### src/design/flash_pkg.sv
// Constants, types and command-table functions for the flash host controller
package flash_pkg;

  // Clock and pin timing
  localparam int CLK_NS       = 20;
  localparam int WE_PULSE_NS  = 100;  // Far above the device's glitch filter
  localparam int ACC_NS       = 90;   // Slowest speed grade access time
  localparam int SYNC_CYC     = 2;
  localparam int WE_PULSE_CYC = (WE_PULSE_NS + CLK_NS - 1) / CLK_NS;
  localparam int ACC_CYC      = (ACC_NS + CLK_NS - 1) / CLK_NS + SYNC_CYC;

  // Completion budgets (longest times, rounded down)
  localparam int unsigned ERASE_MS  = 10000;
  localparam int unsigned BP_US     = 50;
  localparam int unsigned ERASE_CYC = ERASE_MS * (1000000 / CLK_NS);
  localparam int unsigned BP_CYC    = BP_US * 1000 / CLK_NS;

  // Command addresses and codes
  localparam logic [17:0] CMD_ADDR_A      = 18'h05555;
  localparam logic [17:0] CMD_ADDR_B      = 18'h02AAA;
  localparam logic [17:0] BOOT_FIRST      = 18'h00000;
  localparam logic [17:0] BOOT_LAST       = 18'h01FFF;
  localparam logic [17:0] LOCK_STATUS_ADR = 18'h00002;
  localparam logic [7:0]  CODE_AA         = 8'hAA;
  localparam logic [7:0]  CODE_55         = 8'h55;
  localparam logic [7:0]  CODE_SETUP      = 8'h80;
  localparam logic [7:0]  CODE_ERASE      = 8'h10;
  localparam logic [7:0]  CODE_PROGRAM    = 8'hA0;
  localparam logic [7:0]  CODE_LOCKOUT    = 8'h40;
  localparam logic [7:0]  CODE_ID_ENTRY   = 8'h90;
  localparam logic [7:0]  CODE_ID_EXIT    = 8'hF0;

  typedef enum logic [2:0] {
    op_read,
    op_program,
    op_erase,
    op_lockout,
    op_id_entry,
    op_id_exit,
    op_id_exit_short
  } op_e;

  typedef struct packed {
    op_e         op;
    logic [17:0] addr;
    logic [7:0]  data;
  } request_s;

  typedef struct packed {
    logic [17:0] addr;
    logic [7:0]  data;
  } step_s;

  typedef struct packed {
    logic [17:0] address_lines;
    logic        ce_n;
    logic        oe_n;
    logic        we_n;
    logic [7:0]  data_lines;
    logic        data_oe_n;
  } pins_s;

  localparam pins_s PINS_IDLE = '{18'h00000, 1'b1, 1'b1, 1'b1, 8'h00, 1'b1};

  // Number of write cycles a command needs
  function automatic logic [2:0] seq_len(input op_e op);
    case (op)
      op_erase, op_lockout:    seq_len = 3'h6;
      op_program:              seq_len = 3'h4;
      op_id_entry, op_id_exit: seq_len = 3'h3;
      op_id_exit_short:        seq_len = 3'h1;
      default:                 seq_len = 3'h0;
    endcase
  endfunction

  // Address and data of one write cycle of a command
  function automatic step_s seq_step(input op_e         op,
                                     input logic [2:0]  idx,
                                     input logic [17:0] addr,
                                     input logic [7:0]  data);
    step_s s;
    s.addr = CMD_ADDR_A;
    s.data = CODE_AA;
    if (idx == 3'h1 || idx == 3'h4) begin
      s.addr = CMD_ADDR_B;
      s.data = CODE_55;
    end
    if (idx == 3'h2) begin
      case (op)
        op_erase, op_lockout: s.data = CODE_SETUP;
        op_program:           s.data = CODE_PROGRAM;
        op_id_entry:          s.data = CODE_ID_ENTRY;
        op_id_exit:           s.data = CODE_ID_EXIT;
        default:              s.data = CODE_AA;
      endcase
    end
    if (idx == 3'h3 && op == op_program) begin
      s.addr = addr;
      s.data = data;
    end
    if (idx == 3'h5) begin
      s.data = (op == op_lockout) ? CODE_LOCKOUT : CODE_ERASE;
    end
    if (op == op_id_exit_short) begin
      s.addr = addr;
      s.data = CODE_ID_EXIT;
    end
    return s;
  endfunction

endpackage

### src/design/flash_bus_cycle.sv
// One asynchronous read or write cycle on the flash pins
`timescale 1ns/1ps
`default_nettype none

module flash_bus_cycle (
  input  wire logic             clock,
  input  wire logic             rst,
  input  wire logic             start,
  input  wire logic             write,
  input  wire flash_pkg::step_s step,
  input  wire logic [7:0]       data_in,
  output var  flash_pkg::pins_s pins,
  output var  logic             done,
  output var  logic [7:0]       rdata
);

  typedef enum {ph_idle, ph_setup, ph_active, ph_hold} phase_e;

  phase_e           phase;
  phase_e           next_phase;
  flash_pkg::pins_s next_pins;
  logic             next_done;
  logic [7:0]       next_rdata;
  logic [7:0]       cnt;
  logic [7:0]       next_cnt;
  logic             is_write;
  logic             next_is_write;
  logic [7:0]       sync1;
  logic [7:0]       sync2;

  // Pin data is asynchronous; only sync2 is read by logic
  always_ff @(posedge clock) begin
    sync1 <= data_in;
    sync2 <= sync1;
  end

  // Cycle sequencing; write strobe never overlaps output drive
  always_comb begin
    next_phase    = phase;
    next_pins     = pins;
    next_done     = 1'b0;
    next_rdata    = rdata;
    next_cnt      = cnt;
    next_is_write = is_write;
    case (phase)
      ph_idle: begin
        if (start) begin
          next_pins.address_lines = step.addr;
          next_pins.ce_n          = 1'b0;
          next_is_write           = write;
          if (write) begin
            next_pins.data_lines = step.data;
            next_pins.data_oe_n  = 1'b0;
          end else begin
            next_pins.oe_n = 1'b0;
          end
          next_phase = ph_setup;
        end
      end
      ph_setup: begin
        // Address latches on the later falling strobe, here we_n
        if (is_write) begin
          next_pins.we_n = 1'b0;
          next_cnt       = 8'(flash_pkg::WE_PULSE_CYC - 1);
        end else begin
          next_cnt = 8'(flash_pkg::ACC_CYC - 1);
        end
        next_phase = ph_active;
      end
      ph_active: begin
        if (cnt == 8'h00) begin
          if (is_write) begin
            next_pins.we_n = 1'b1; // Data still held at this edge
          end else begin
            next_rdata     = sync2;
            next_pins.oe_n = 1'b1;
          end
          next_pins.ce_n = 1'b1;
          next_phase     = ph_hold;
        end else begin
          next_cnt = cnt - 8'h01;
        end
      end
      ph_hold: begin
        next_pins.data_oe_n = 1'b1;
        next_done           = 1'b1;
        next_phase          = ph_idle;
      end
      default: next_phase = ph_idle;
    endcase
  end

  // State registers
  always_ff @(posedge clock) begin
    if (rst) begin
      phase    <= ph_idle;
      pins     <= flash_pkg::PINS_IDLE;
      done     <= 1'b0;
      rdata    <= 8'h00;
      cnt      <= 8'h00;
      is_write <= 1'b0;
    end else begin
      phase    <= next_phase;
      pins     <= next_pins;
      done     <= next_done;
      rdata    <= next_rdata;
      cnt      <= next_cnt;
      is_write <= next_is_write;
    end
  end

  // Write strobe low for the full pulse width
  a_we_pulse_width: assert property (@(posedge clock) disable iff (rst)
    $fell(pins.we_n) |-> !pins.we_n [*5])
    else $error("write strobe pulse too short");

  // No write strobe while outputs are enabled
  a_we_oe_apart: assert property (@(posedge clock) disable iff (rst)
    !pins.we_n |-> (pins.oe_n && !pins.ce_n && !pins.data_oe_n))
    else $error("write strobe while output drive low");

endmodule
`default_nettype wire

### src/design/flash_host.sv
// Host controller issuing command sequences to a parallel flash
`timescale 1ns/1ps
`default_nettype none

module flash_host #(
  parameter int unsigned ERASE_CYCLES   = flash_pkg::ERASE_CYC,
  parameter int unsigned PROGRAM_CYCLES = flash_pkg::BP_CYC
) (
  input  wire logic                clock,
  input  wire logic                rst,
  input  wire logic                req_valid,
  input  wire flash_pkg::request_s req,
  output var  logic                req_ready,
  output var  logic                resp_valid,
  output var  logic [7:0]          resp_data,
  output var  logic                resp_timeout,
  input  wire logic [7:0]          data_in,
  output wire flash_pkg::pins_s    pins
);

  typedef enum {st_idle, st_cmd_wait, st_rd_wait} state_e;

  state_e              state;
  state_e              next_state;
  flash_pkg::request_s cur;
  flash_pkg::request_s next_cur;
  logic [2:0]          idx;
  logic [2:0]          next_idx;
  logic [7:0]          prev;
  logic [7:0]          next_prev;
  logic                have_prev;
  logic                next_have_prev;
  logic [31:0]         timer;
  logic [31:0]         next_timer;
  logic                next_req_ready;
  logic                next_resp_valid;
  logic [7:0]          next_resp_data;
  logic                next_resp_timeout;
  logic                bus_start;
  logic                next_bus_start;
  logic                bus_write;
  logic                next_bus_write;
  flash_pkg::step_s    bus_step;
  flash_pkg::step_s    next_bus_step;
  logic                bus_done;
  logic [7:0]          bus_rdata;
  logic [31:0]         limit;
  logic                polls;
  logic                stable;
  logic [17:0]         poll_addr;

  flash_bus_cycle flash_bus_cycle_i (
    .clock   (clock),
    .rst     (rst),
    .start   (bus_start),
    .write   (bus_write),
    .step    (bus_step),
    .data_in (data_in),
    .pins    (pins),
    .done    (bus_done),
    .rdata   (bus_rdata)
  );

  // Polling parameters of the operation in flight
  always_comb begin
    polls = (cur.op == flash_pkg::op_program) ||
            (cur.op == flash_pkg::op_erase) ||
            (cur.op == flash_pkg::op_lockout);
    limit = (cur.op == flash_pkg::op_erase) ? ERASE_CYCLES : PROGRAM_CYCLES;
    poll_addr = (cur.op == flash_pkg::op_program) ? cur.addr
                                                  : flash_pkg::BOOT_FIRST;
    // Done when bit 6 stops toggling and, for programs, bit 7 matches the programmed data
    stable = have_prev && (bus_rdata[6] == prev[6]) &&
             ((cur.op != flash_pkg::op_program) ||
              (bus_rdata[7] == cur.data[7]));
  end

  // Command sequencer and completion polling
  always_comb begin
    next_state        = state;
    next_cur          = cur;
    next_idx          = idx;
    next_prev         = prev;
    next_have_prev    = have_prev;
    next_timer        = timer;
    next_req_ready    = req_ready;
    next_resp_valid   = 1'b0;
    next_resp_data    = resp_data;
    next_resp_timeout = resp_timeout;
    next_bus_start    = 1'b0;
    next_bus_write    = bus_write;
    next_bus_step     = bus_step;
    case (state)
      st_idle: begin
        if (req_valid && req_ready) begin
          next_cur       = req;
          next_idx       = 3'h0;
          next_have_prev = 1'b0;
          next_timer     = 32'h00000000;
          next_req_ready = 1'b0;
          next_bus_start = 1'b1;
          if (flash_pkg::seq_len(req.op) == 3'h0) begin
            next_bus_write = 1'b0;
            next_bus_step  = '{req.addr, 8'h00};
            next_state     = st_rd_wait;
          end else begin
            // First write of every sequence
            next_bus_write = 1'b1;
            next_bus_step  = flash_pkg::seq_step(req.op, 3'h0,
                                                 req.addr, req.data);
            next_state     = st_cmd_wait;
          end
        end
      end
      st_cmd_wait: begin
        if (bus_done) begin
          if (idx + 3'h1 == flash_pkg::seq_len(cur.op)) begin
            if (polls) begin
              // Poll reads only, no new write, until completion is seen or the budget is spent
              next_bus_start = 1'b1;
              next_bus_write = 1'b0;
              next_bus_step  = '{poll_addr, 8'h00};
              next_state     = st_rd_wait;
            end else begin
              next_resp_valid   = 1'b1;
              next_resp_data    = 8'h00;
              next_resp_timeout = 1'b0;
              next_req_ready    = 1'b1;
              next_state        = st_idle;
            end
          end else begin
            // Remaining writes in table order
            next_idx       = idx + 3'h1;
            next_bus_start = 1'b1;
            next_bus_write = 1'b1;
            next_bus_step  = flash_pkg::seq_step(cur.op, idx + 3'h1,
                                                 cur.addr, cur.data);
          end
        end
      end
      st_rd_wait: begin
        if (polls) begin
          next_timer = timer + 32'h00000001;
        end
        if (bus_done) begin
          if (!polls || stable) begin
            next_resp_valid   = 1'b1;
            next_resp_data    = bus_rdata;
            next_resp_timeout = 1'b0;
            next_req_ready    = 1'b1;
            next_state        = st_idle;
          end else if (timer >= limit) begin
            // Budget spent; report instead of hanging
            next_resp_valid   = 1'b1;
            next_resp_data    = bus_rdata;
            next_resp_timeout = 1'b1;
            next_req_ready    = 1'b1;
            next_state        = st_idle;
          end else begin
            next_prev      = bus_rdata;
            next_have_prev = 1'b1;
            next_bus_start = 1'b1;
          end
        end
      end
      default: next_state = st_idle;
    endcase
  end

  // State registers
  always_ff @(posedge clock) begin
    if (rst) begin
      state        <= st_idle;
      cur          <= '{flash_pkg::op_read, 18'h00000, 8'h00};
      idx          <= 3'h0;
      prev         <= 8'h00;
      have_prev    <= 1'b0;
      timer        <= 32'h00000000;
      req_ready    <= 1'b1;
      resp_valid   <= 1'b0;
      resp_data    <= 8'h00;
      resp_timeout <= 1'b0;
      bus_start    <= 1'b0;
      bus_write    <= 1'b0;
      bus_step     <= '{18'h00000, 8'h00};
    end else begin
      state        <= next_state;
      cur          <= next_cur;
      idx          <= next_idx;
      prev         <= next_prev;
      have_prev    <= next_have_prev;
      timer        <= next_timer;
      req_ready    <= next_req_ready;
      resp_valid   <= next_resp_valid;
      resp_data    <= next_resp_data;
      resp_timeout <= next_resp_timeout;
      bus_start    <= next_bus_start;
      bus_write    <= next_bus_write;
      bus_step     <= next_bus_step;
    end
  end

  // Every sequence except the short identification exit opens with AA at the first command address
  a_seq_opening: assert property (@(posedge clock) disable iff (rst)
    (bus_start && bus_write && idx == 3'h0 && state == st_cmd_wait &&
     cur.op != flash_pkg::op_id_exit_short) |->
    (bus_step.addr == flash_pkg::CMD_ADDR_A &&
     bus_step.data == flash_pkg::CODE_AA))
    else $error("sequence does not open with AA at 5555");

  // Last erase or lockout write carries the right code
  a_seq_final: assert property (@(posedge clock) disable iff (rst)
    (bus_start && bus_write && idx == 3'h5) |->
    (bus_step.addr == flash_pkg::CMD_ADDR_A &&
     bus_step.data == ((cur.op == flash_pkg::op_lockout) ?
       flash_pkg::CODE_LOCKOUT : flash_pkg::CODE_ERASE)))
    else $error("wrong sixth write of erase or lockout");

  // Program target write uses the caller's address and data
  a_prog_target: assert property (@(posedge clock) disable iff (rst)
    (bus_start && bus_write && idx == 3'h3 &&
     cur.op == flash_pkg::op_program) |->
    (bus_step.addr == cur.addr && bus_step.data == cur.data))
    else $error("program target write mismatched");

  // Third write of identification commands
  a_id_code: assert property (@(posedge clock) disable iff (rst)
    (bus_start && bus_write && idx == 3'h2 &&
     (cur.op == flash_pkg::op_id_entry || cur.op == flash_pkg::op_id_exit))
    |-> (bus_step.data == ((cur.op == flash_pkg::op_id_entry) ?
       flash_pkg::CODE_ID_ENTRY : flash_pkg::CODE_ID_EXIT)))
    else $error("wrong identification code");

  // No write is issued while a polled operation is unfinished
  a_wait_done: assert property (@(posedge clock) disable iff (rst)
    (state == st_rd_wait && polls) |-> !(bus_start && bus_write))
    else $error("write issued during completion wait");

  // Clean completion only after two matching polls
  a_poll_match: assert property (@(posedge clock) disable iff (rst)
    (resp_valid && !resp_timeout && polls) |->
    ($past(bus_rdata[6]) == $past(prev[6]) && $past(have_prev)))
    else $error("completion reported while bit 6 toggling");

  // Response returns the controller to ready in the same cycle
  a_resp_ready: assert property (@(posedge clock) disable iff (rst)
    resp_valid |-> (req_ready && state == st_idle && !$past(resp_valid)))
    else $error("response without ready");

endmodule
`default_nettype wire

### config.mk
export PLATFORM = sky130hd
export DESIGN_NAME = flash_host
export DESIGN_NICKNAME = d
export VERILOG_FILES = /design/src/design/flash_pkg.sv /design/src/design/flash_bus_cycle.sv /design/src/design/flash_host.sv
export SDC_FILE = /design/constraint.sdc
export NUM_CORES = 1
export LEC_CHECK = 0
export ABC_AREA = 1
export BUFFER_PORTS_ARGS = -buffer_cell sky130_fd_sc_hd__buf_4
export CORE_AREA = 3 3 119 121
export CTS_CLUSTER_DIAMETER = 100
export DETAILED_ROUTE_END_ITERATION = 6
export DIE_AREA = 0 0 122 124
export PLACE_DENSITY = 0.88
export SETUP_SLACK_MARGIN = 0.02
export SYNTH_ARGS = -nofsm -noshare
export SYNTH_HDL_FRONTEND = slang
export SYNTH_SLANG_ARGS = --single-unit
### constraint.sdc
create_clock -name clock -period 7.4 [get_ports clock]
set_clock_uncertainty 0.05 [all_clocks]
set_input_delay 2.22 -clock clock [delete_from_list [all_inputs] [get_ports clock]]
set_output_delay 2.22 -clock clock [all_outputs]
set_load 0.01 [all_outputs]
* Yosys cells after proc, flatten, opt, wreduce, memory -nomap -nowiden
Cells that the tools add are included. Widths: inputs -> output; s select.
Word-level totals: word-level logic and storage cells 226, output and inout port bits 41, memories 0, memory bits (read-only) 0, register bits 239, bits in latches 0, bits in writable memories 0
Cells by class: divide/modulo/power cells 0, multiplexer cells 102, reduce and logical (&&, ||, !) cells 43, add/sub/neg operators 3, shift-type cells 0, eq/ne operators 45, bitwise operators 3, $mul 0, order comparisons 1
Operators with widths (number):
- $mux 32 | 10
- $mux 26 | 8
- $pmux 32 s3 | 2
- $eq 32x2->1 const B | 3
- $mux 8 | 9
- $eq 32x1->1 const B | 2
- $logic_not 32->1 | 2
- $pmux 32 s2 | 1
- $pmux 26 s2 | 1
- $mux 1 | 40
- $add 32x1->32 const B | 1
- $ge 32x29->1 | 1
- $pmux 8 s2 | 2
- $mux 29 | 1
- $pmux 7 s4 | 1
- $eq 3x3->1 const B | 8
- $mux 3 | 8
- $ne 2x2->1 const B | 12
- $pmux 3 s4 | 2
- $mux 23 | 1
- $eq 3x2->1 const B | 6
- $mux 18 | 1
- $reduce_and 4->1 | 4
- $reduce_and 3->1 | 5
- 27 further kinds | 66

* Depth between registers and ports, before layout
depth after elaboration 11, depth in mapped cells 17, depth with buffers taken out 17

* Cells and area by module
A second synthesis with hierarchy kept.
Second synthesis, totals: cells, all modules 1284, area, all modules 8775.9 um^2
By module, submodules not included:
- flash_host | area an instance 6286.0 um^2, cells each 965, times used 1, seq. area each 2142.1 um^2
- flash_bus_cycle | area an instance 2489.9 um^2, cells each 319, times used 1, seq. area each 1321.3 um^2

* Worst setup path before layout
OpenSTA, ideal clock, no wires.
path type input -> register, start in req[28] (netlist name), end reg bus_step[10] (netlist name), arrival time 3.448 ns, cell stages on the path 7, library setup time 0.119 ns, path slack 3.783 ns, cell sequence nor3_1 > nor2_1 > nor2_1 > inv_1 > or2_2 > nand2_1 > a21oi_1
On the way: longest elaborated chain between the ends 9, elaborated cells between the ends (all ways) 16
RTL lines:
- start: declaration | RTL line flash_host.sv:12 | input wire flash_pkg::request_s req,
- $eq 3x3->1 / $eq 3x2->1 (equally long branches) | RTL line flash_pkg.sv:67 | case (op)
- $reduce_or 2->1 | RTL line flash_pkg.sv:67
- $pmux 3 s4 | RTL line flash_pkg.sv:67
- $mux 3 | RTL line flash_host.sv:95 | if (req_valid && req_ready) begin
- $mux 3 | RTL line flash_host.sv:93 | case (state)
- $logic_not 3->1 | RTL line flash_host.sv:102 | if (flash_pkg::seq_len(req.op) == 3'h0) begin
- $mux 26 (*) | RTL line flash_host.sv:102
- $mux 26 (*) | RTL line flash_host.sv:95
- $pmux 26 s2 (*) | RTL line flash_host.sv:93
- end signal: assignment | RTL line flash_host.sv:185 | bus_step <= '{18'h00000, 8'h00};
- end signal: assignment | RTL line flash_host.sv:199 | bus_step <= next_bus_step;
- end: declaration | RTL line flash_host.sv:43 | flash_pkg::step_s bus_step;
Mark *: on every way between the ends. The rest lies on a longest branch, timed or not. The select of a mux whose other input is x is not followed. A chain may end at the register's enable or synchronous reset.

* Worst setup path in the final report
start in req_valid, end reg cur[21] (netlist name)
On the way: longest elaborated chain between the ends 2
RTL lines:
- start: declaration | RTL line flash_host.sv:11 | input wire logic req_valid,
- $logic_and 1x1->1 | RTL line flash_host.sv:95
- $reduce_and 2->1 (no source line)
- end signal: assignment | RTL line flash_host.sv:174 | cur <= '{flash_pkg::op_read, 18'h00000, 8'h00};
- end signal: assignment | RTL line flash_host.sv:188 | cur <= next_cur;
- end: declaration | RTL line flash_host.sv:25 | flash_pkg::request_s cur;
Every way passes these cells.

==> results by group <==
Worst setup path
  • CP max FO: 41
  • Slowest cell delay on critical path: approximately 0.84 ns
  • Worst setup path class: in -> reg
  • Buffers & Inverters on Critical Path: 3
  • CP arrival: 4.54 ns
  • Critical Path Most Common Cell: inv_1
  • Worst-path cell chain: buf_4 -> inv_1 -> nor3_2 -> inv_1 -> o21ai_0 -> a21oi_1
  • Worst path top cell family by delay: buffers and inverters
  • Worst path slowest cell: inv_1
  • CP Capture Type: flop
  • Critical path launch point type: input port
  • Critical path required time: 7.62 ns

Timing
  • Measured slew at the worst slew-check pin: between 1 and 1.5 ns
  • Tmin final: between 4 and 5 ns
  • Slew HR: a little under a quarter
  • Setup WS post-layout: between 3 and 4 ns
  • Fraction of the cycle the final worst path needs: between 50% and 60%
  • Setup TNS: 0 ns
  • Unrepaired setup endpoints after global routing: false
  • Final setup violation count: 0
  • Count of pins over their slew limit: 0
  • Final Hold Viols: 0
  • Fmax: around 0.23 GHz

Pwr
  • Cell leakage power: approximately 0.0042 uW
  • VDD IR max: 0.215 mV
  • Pwr Density: 344 nW/um^2
  • Final Power: ~3300 uW

Clock tree
  • CTS tree: built
  • CTS clk-pin slew, worst paths: ~0.070 ns
  • Root buf cell: clkbuf_16
  • Clock sink total: around 170
  • Clk Latency, worst-skew pair: about 0.44 ns
  • H-tree depth: 4
  • CTS Buffer Depth: 2
  • Hold-fix buffers, CTS: 0
  • Postcts setup bufs: 0
  • Post-cts sizing count: 0
  • Cts bufs inserted: 17

Cells and area
  • Multi-input logic area: around 4200 sq um
  • Register area: approximately 3500 sq um
  • Area grow syn2layout: 15.1%
  • Share of layout cells above drive strength 1: between 10% and 20%
  • Fillcell total: between 1000 and 1500
  • Antenna Diode Count: 0
  • Post-Layout Cell Count: around 1500
  • Nets: roughly 1300
  • Layout Cell Area excl Fill: 9670 sq um

Floorplan
  • Die height: roughly 120 um
  • Die area: ~15000 sq um
  • Die W: 122 um
  • Core Box Area: about 13000 sq um
  • Rows: between 40 and 50
  • Initial core utilization: roughly 64%
  • Top Ports: slightly above 80

Synth
  • Post-synthesis async set-or-reset flop share: 0%
  • EDFF count, synth: 0
  • Cell Area, Synth: between 8000 and 9000 sq um
  • Mapped Nets: 1269
  • Area share of xor/xnor cells in the synthesized design: less than 1%
  • Synth Register Bits: 173
  • Largest area contributor in the netlist: dfxtp_1
  • Mapped Cells: 1197
  • Multiplexer share of the synthesized area: 0%
  • Post-synth top flop: dfxtp_1
  • Top post-synthesis cells by area: dfxtp_1, nand2_1, nor2_1
  • Register area share after synthesis: around two fifths
  • YS warnings: 0
  • Distinct cells, synth: 41
  • Yosys top cell area share: approximately two fifths
  • Largest family of logic cells by synthesized area: simple AND/OR/NAND/NOR gates
  • Adder and majority gate portion of the synthesized area: under 10%
  • Post-Syn Area per Cell: around 7 sq um
  • Simple-gate share of the synthesized area: 30.1%
  • Synth Area in Compound Gates: between 10% and 20%

Global routing
  • Tot GR Track Use: 27.1%
  • Vias in the first global route: 7213
  • Antenna violations before repair: 0
  • Global-route wire length before repair: 32800 um
  • Pin count of the biggest net entering global routing: between 80 and 90
  • Total grt overflow: 0

Routing
  • DR vias/cell: between 5 and 6
  • Drt drc: 0
  • Antenna-violating nets left: 0
  • WL/cell: between 10 and 15 um
  • Routed vias: about 8000
  • Drt initial violations: 735
  • DR pass1 iterations: 5
  • Post-Route WL: slightly above 20000 um

Job
  • Maxcap violations: 0

Place
  • Pre-CTS setup slack: between 2 and 3 ns
  • Post-DP HPWL: about 14000 um
  • Placed insts: 1418
  • GPL Wtd Cong: about 0.96
  • Post-DP Area: slightly above 9000 sq um
  • Input/output buffers: 80

Status
  • Status: finished clean

Min path
  • Hold Path Class: reg -> reg
registers in the layout (all words and copies together) (netlist names), 2 cells and up:
name                     cells
flash_bus_cycle_i.pins      30
idx                          3
timer                       32
state                        2
flash_bus_cycle_i.phase      2
flash_bus_cycle_i.sync2      8
bus_step                    26
flash_bus_cycle_i.sync1      8
cur                         29
resp_data                    8
flash_bus_cycle_i.rdata      8
flash_bus_cycle_i.cnt        8
area by class of cell:
| class | instances | area share (%) |
|---|---|---|
| multi-input cells | 846 | 43.8 |
| clock inverters | 15 | 1.85 |
| flip-flops and latches | 173 | 35.8 |
| repair buffers | 82 | 6.36 |
| well taps | 176 | 2.28 |
| clock buffers | 17 | 4.40 |
| inverters | 141 | 5.47 |
cells in the mapped netlist (4+ instances only):
library cell  number
ha_1              32
nor2_1           199
dfxtp_1          173
clkbuf_1          26
nor4_1             6
inv_1            129
nand3_4            4
nand3_1           57
o21ai_0          122
nand4_1           35
nand2_1          221
clkinv_1           6
inv_2              6
a21oi_1           91
o211ai_1           5
nor3_1            21
o21a_1             8
nand2_2            5
or2_2             11
buf_6              4
worst reg2reg max path: cells and delay by family (launching register included):
| family | cells | cell delay (ns) |
|---|---|---|
| and+or+nand+nor | 9 | 1.67 |
| adders and majority gates | 1 | 0.59 |
| DFF | 1 | 0.40 |
| buffers and inverters | 3 | 0.27 |
| AOI/OAI and AO/OA | 2 | 0.22 |
power by group:
group | switching (uW) | internal, uW | leakage, uW
logic | 791 | 384 | 0.00251
clock network | 407 | 510 | 0.000294
registers | 114 | 1120 | 0.00142
total | 1310 | 2010 | 0.00422
cells in the final DEF (no fill, tap or decap), types with 4 or more instances in the layout:
cell and instances:
nand2_1 221, nor2_1 199, dfxtp_1 173, inv_1 129, o21ai_0 122, a21oi_1 91
buf_4 82, nand3_1 57, nand4_1 35, ha_1 32, nor3_1 20, clkbuf_16 17
or2_2 11, o21a_1 8, inv_2 7, nor4_1 6, nand2_2 5, clkinv_1 5
o211ai_1 5, inv_6 5, nand3_4 4
layer usage:
| metal | track usage, % | wire length [um] | vias up |
|---|---|---|---|
| li1 | - | - | 4046 |
| met1 | 32.4 | 8550 | 3635 |
| met2 | 48.2 | 10000 | 264 |
| met3 | 5.36 | 1180 | 44 |
| met4 | 10.3 | 534 | 0 |
| met5 | 0 | 0 | - |
cell families after synthesis:
group                      after synthesis
buffers and inverters                  178
xor gates and xnor gates                 3
adders and majority gates               32
DFF                                    173
AOI/OAI and AO/OA                      237
and+or+nand+nor                        574
final timing paths:
path                              start                          to  slack [ns]  depth (start not counted)
max reg2reg                     cur[28]                resp_data[5]        4.10                         15
max                           req_valid                     cur[21]        3.08                          6
min          flash_bus_cycle_i.sync1[2]  flash_bus_cycle_i.sync2[2]        0.28                          0
min reg2reg  flash_bus_cycle_i.sync1[2]  flash_bus_cycle_i.sync2[2]        0.28                          0
per-stage QoR:
step | utilization (%) | hold slack [ns]
after floorplan | - | 0.260
after global placement | 68.7 | 0.260
after detailed placement | 68.7 | 0.263
after CTS | 73.3 | 0.278
after global routing | 73.3 | 0.282
final | 73.3 | 0.277
No activity file was read; power rests on OpenSTA's default activity.
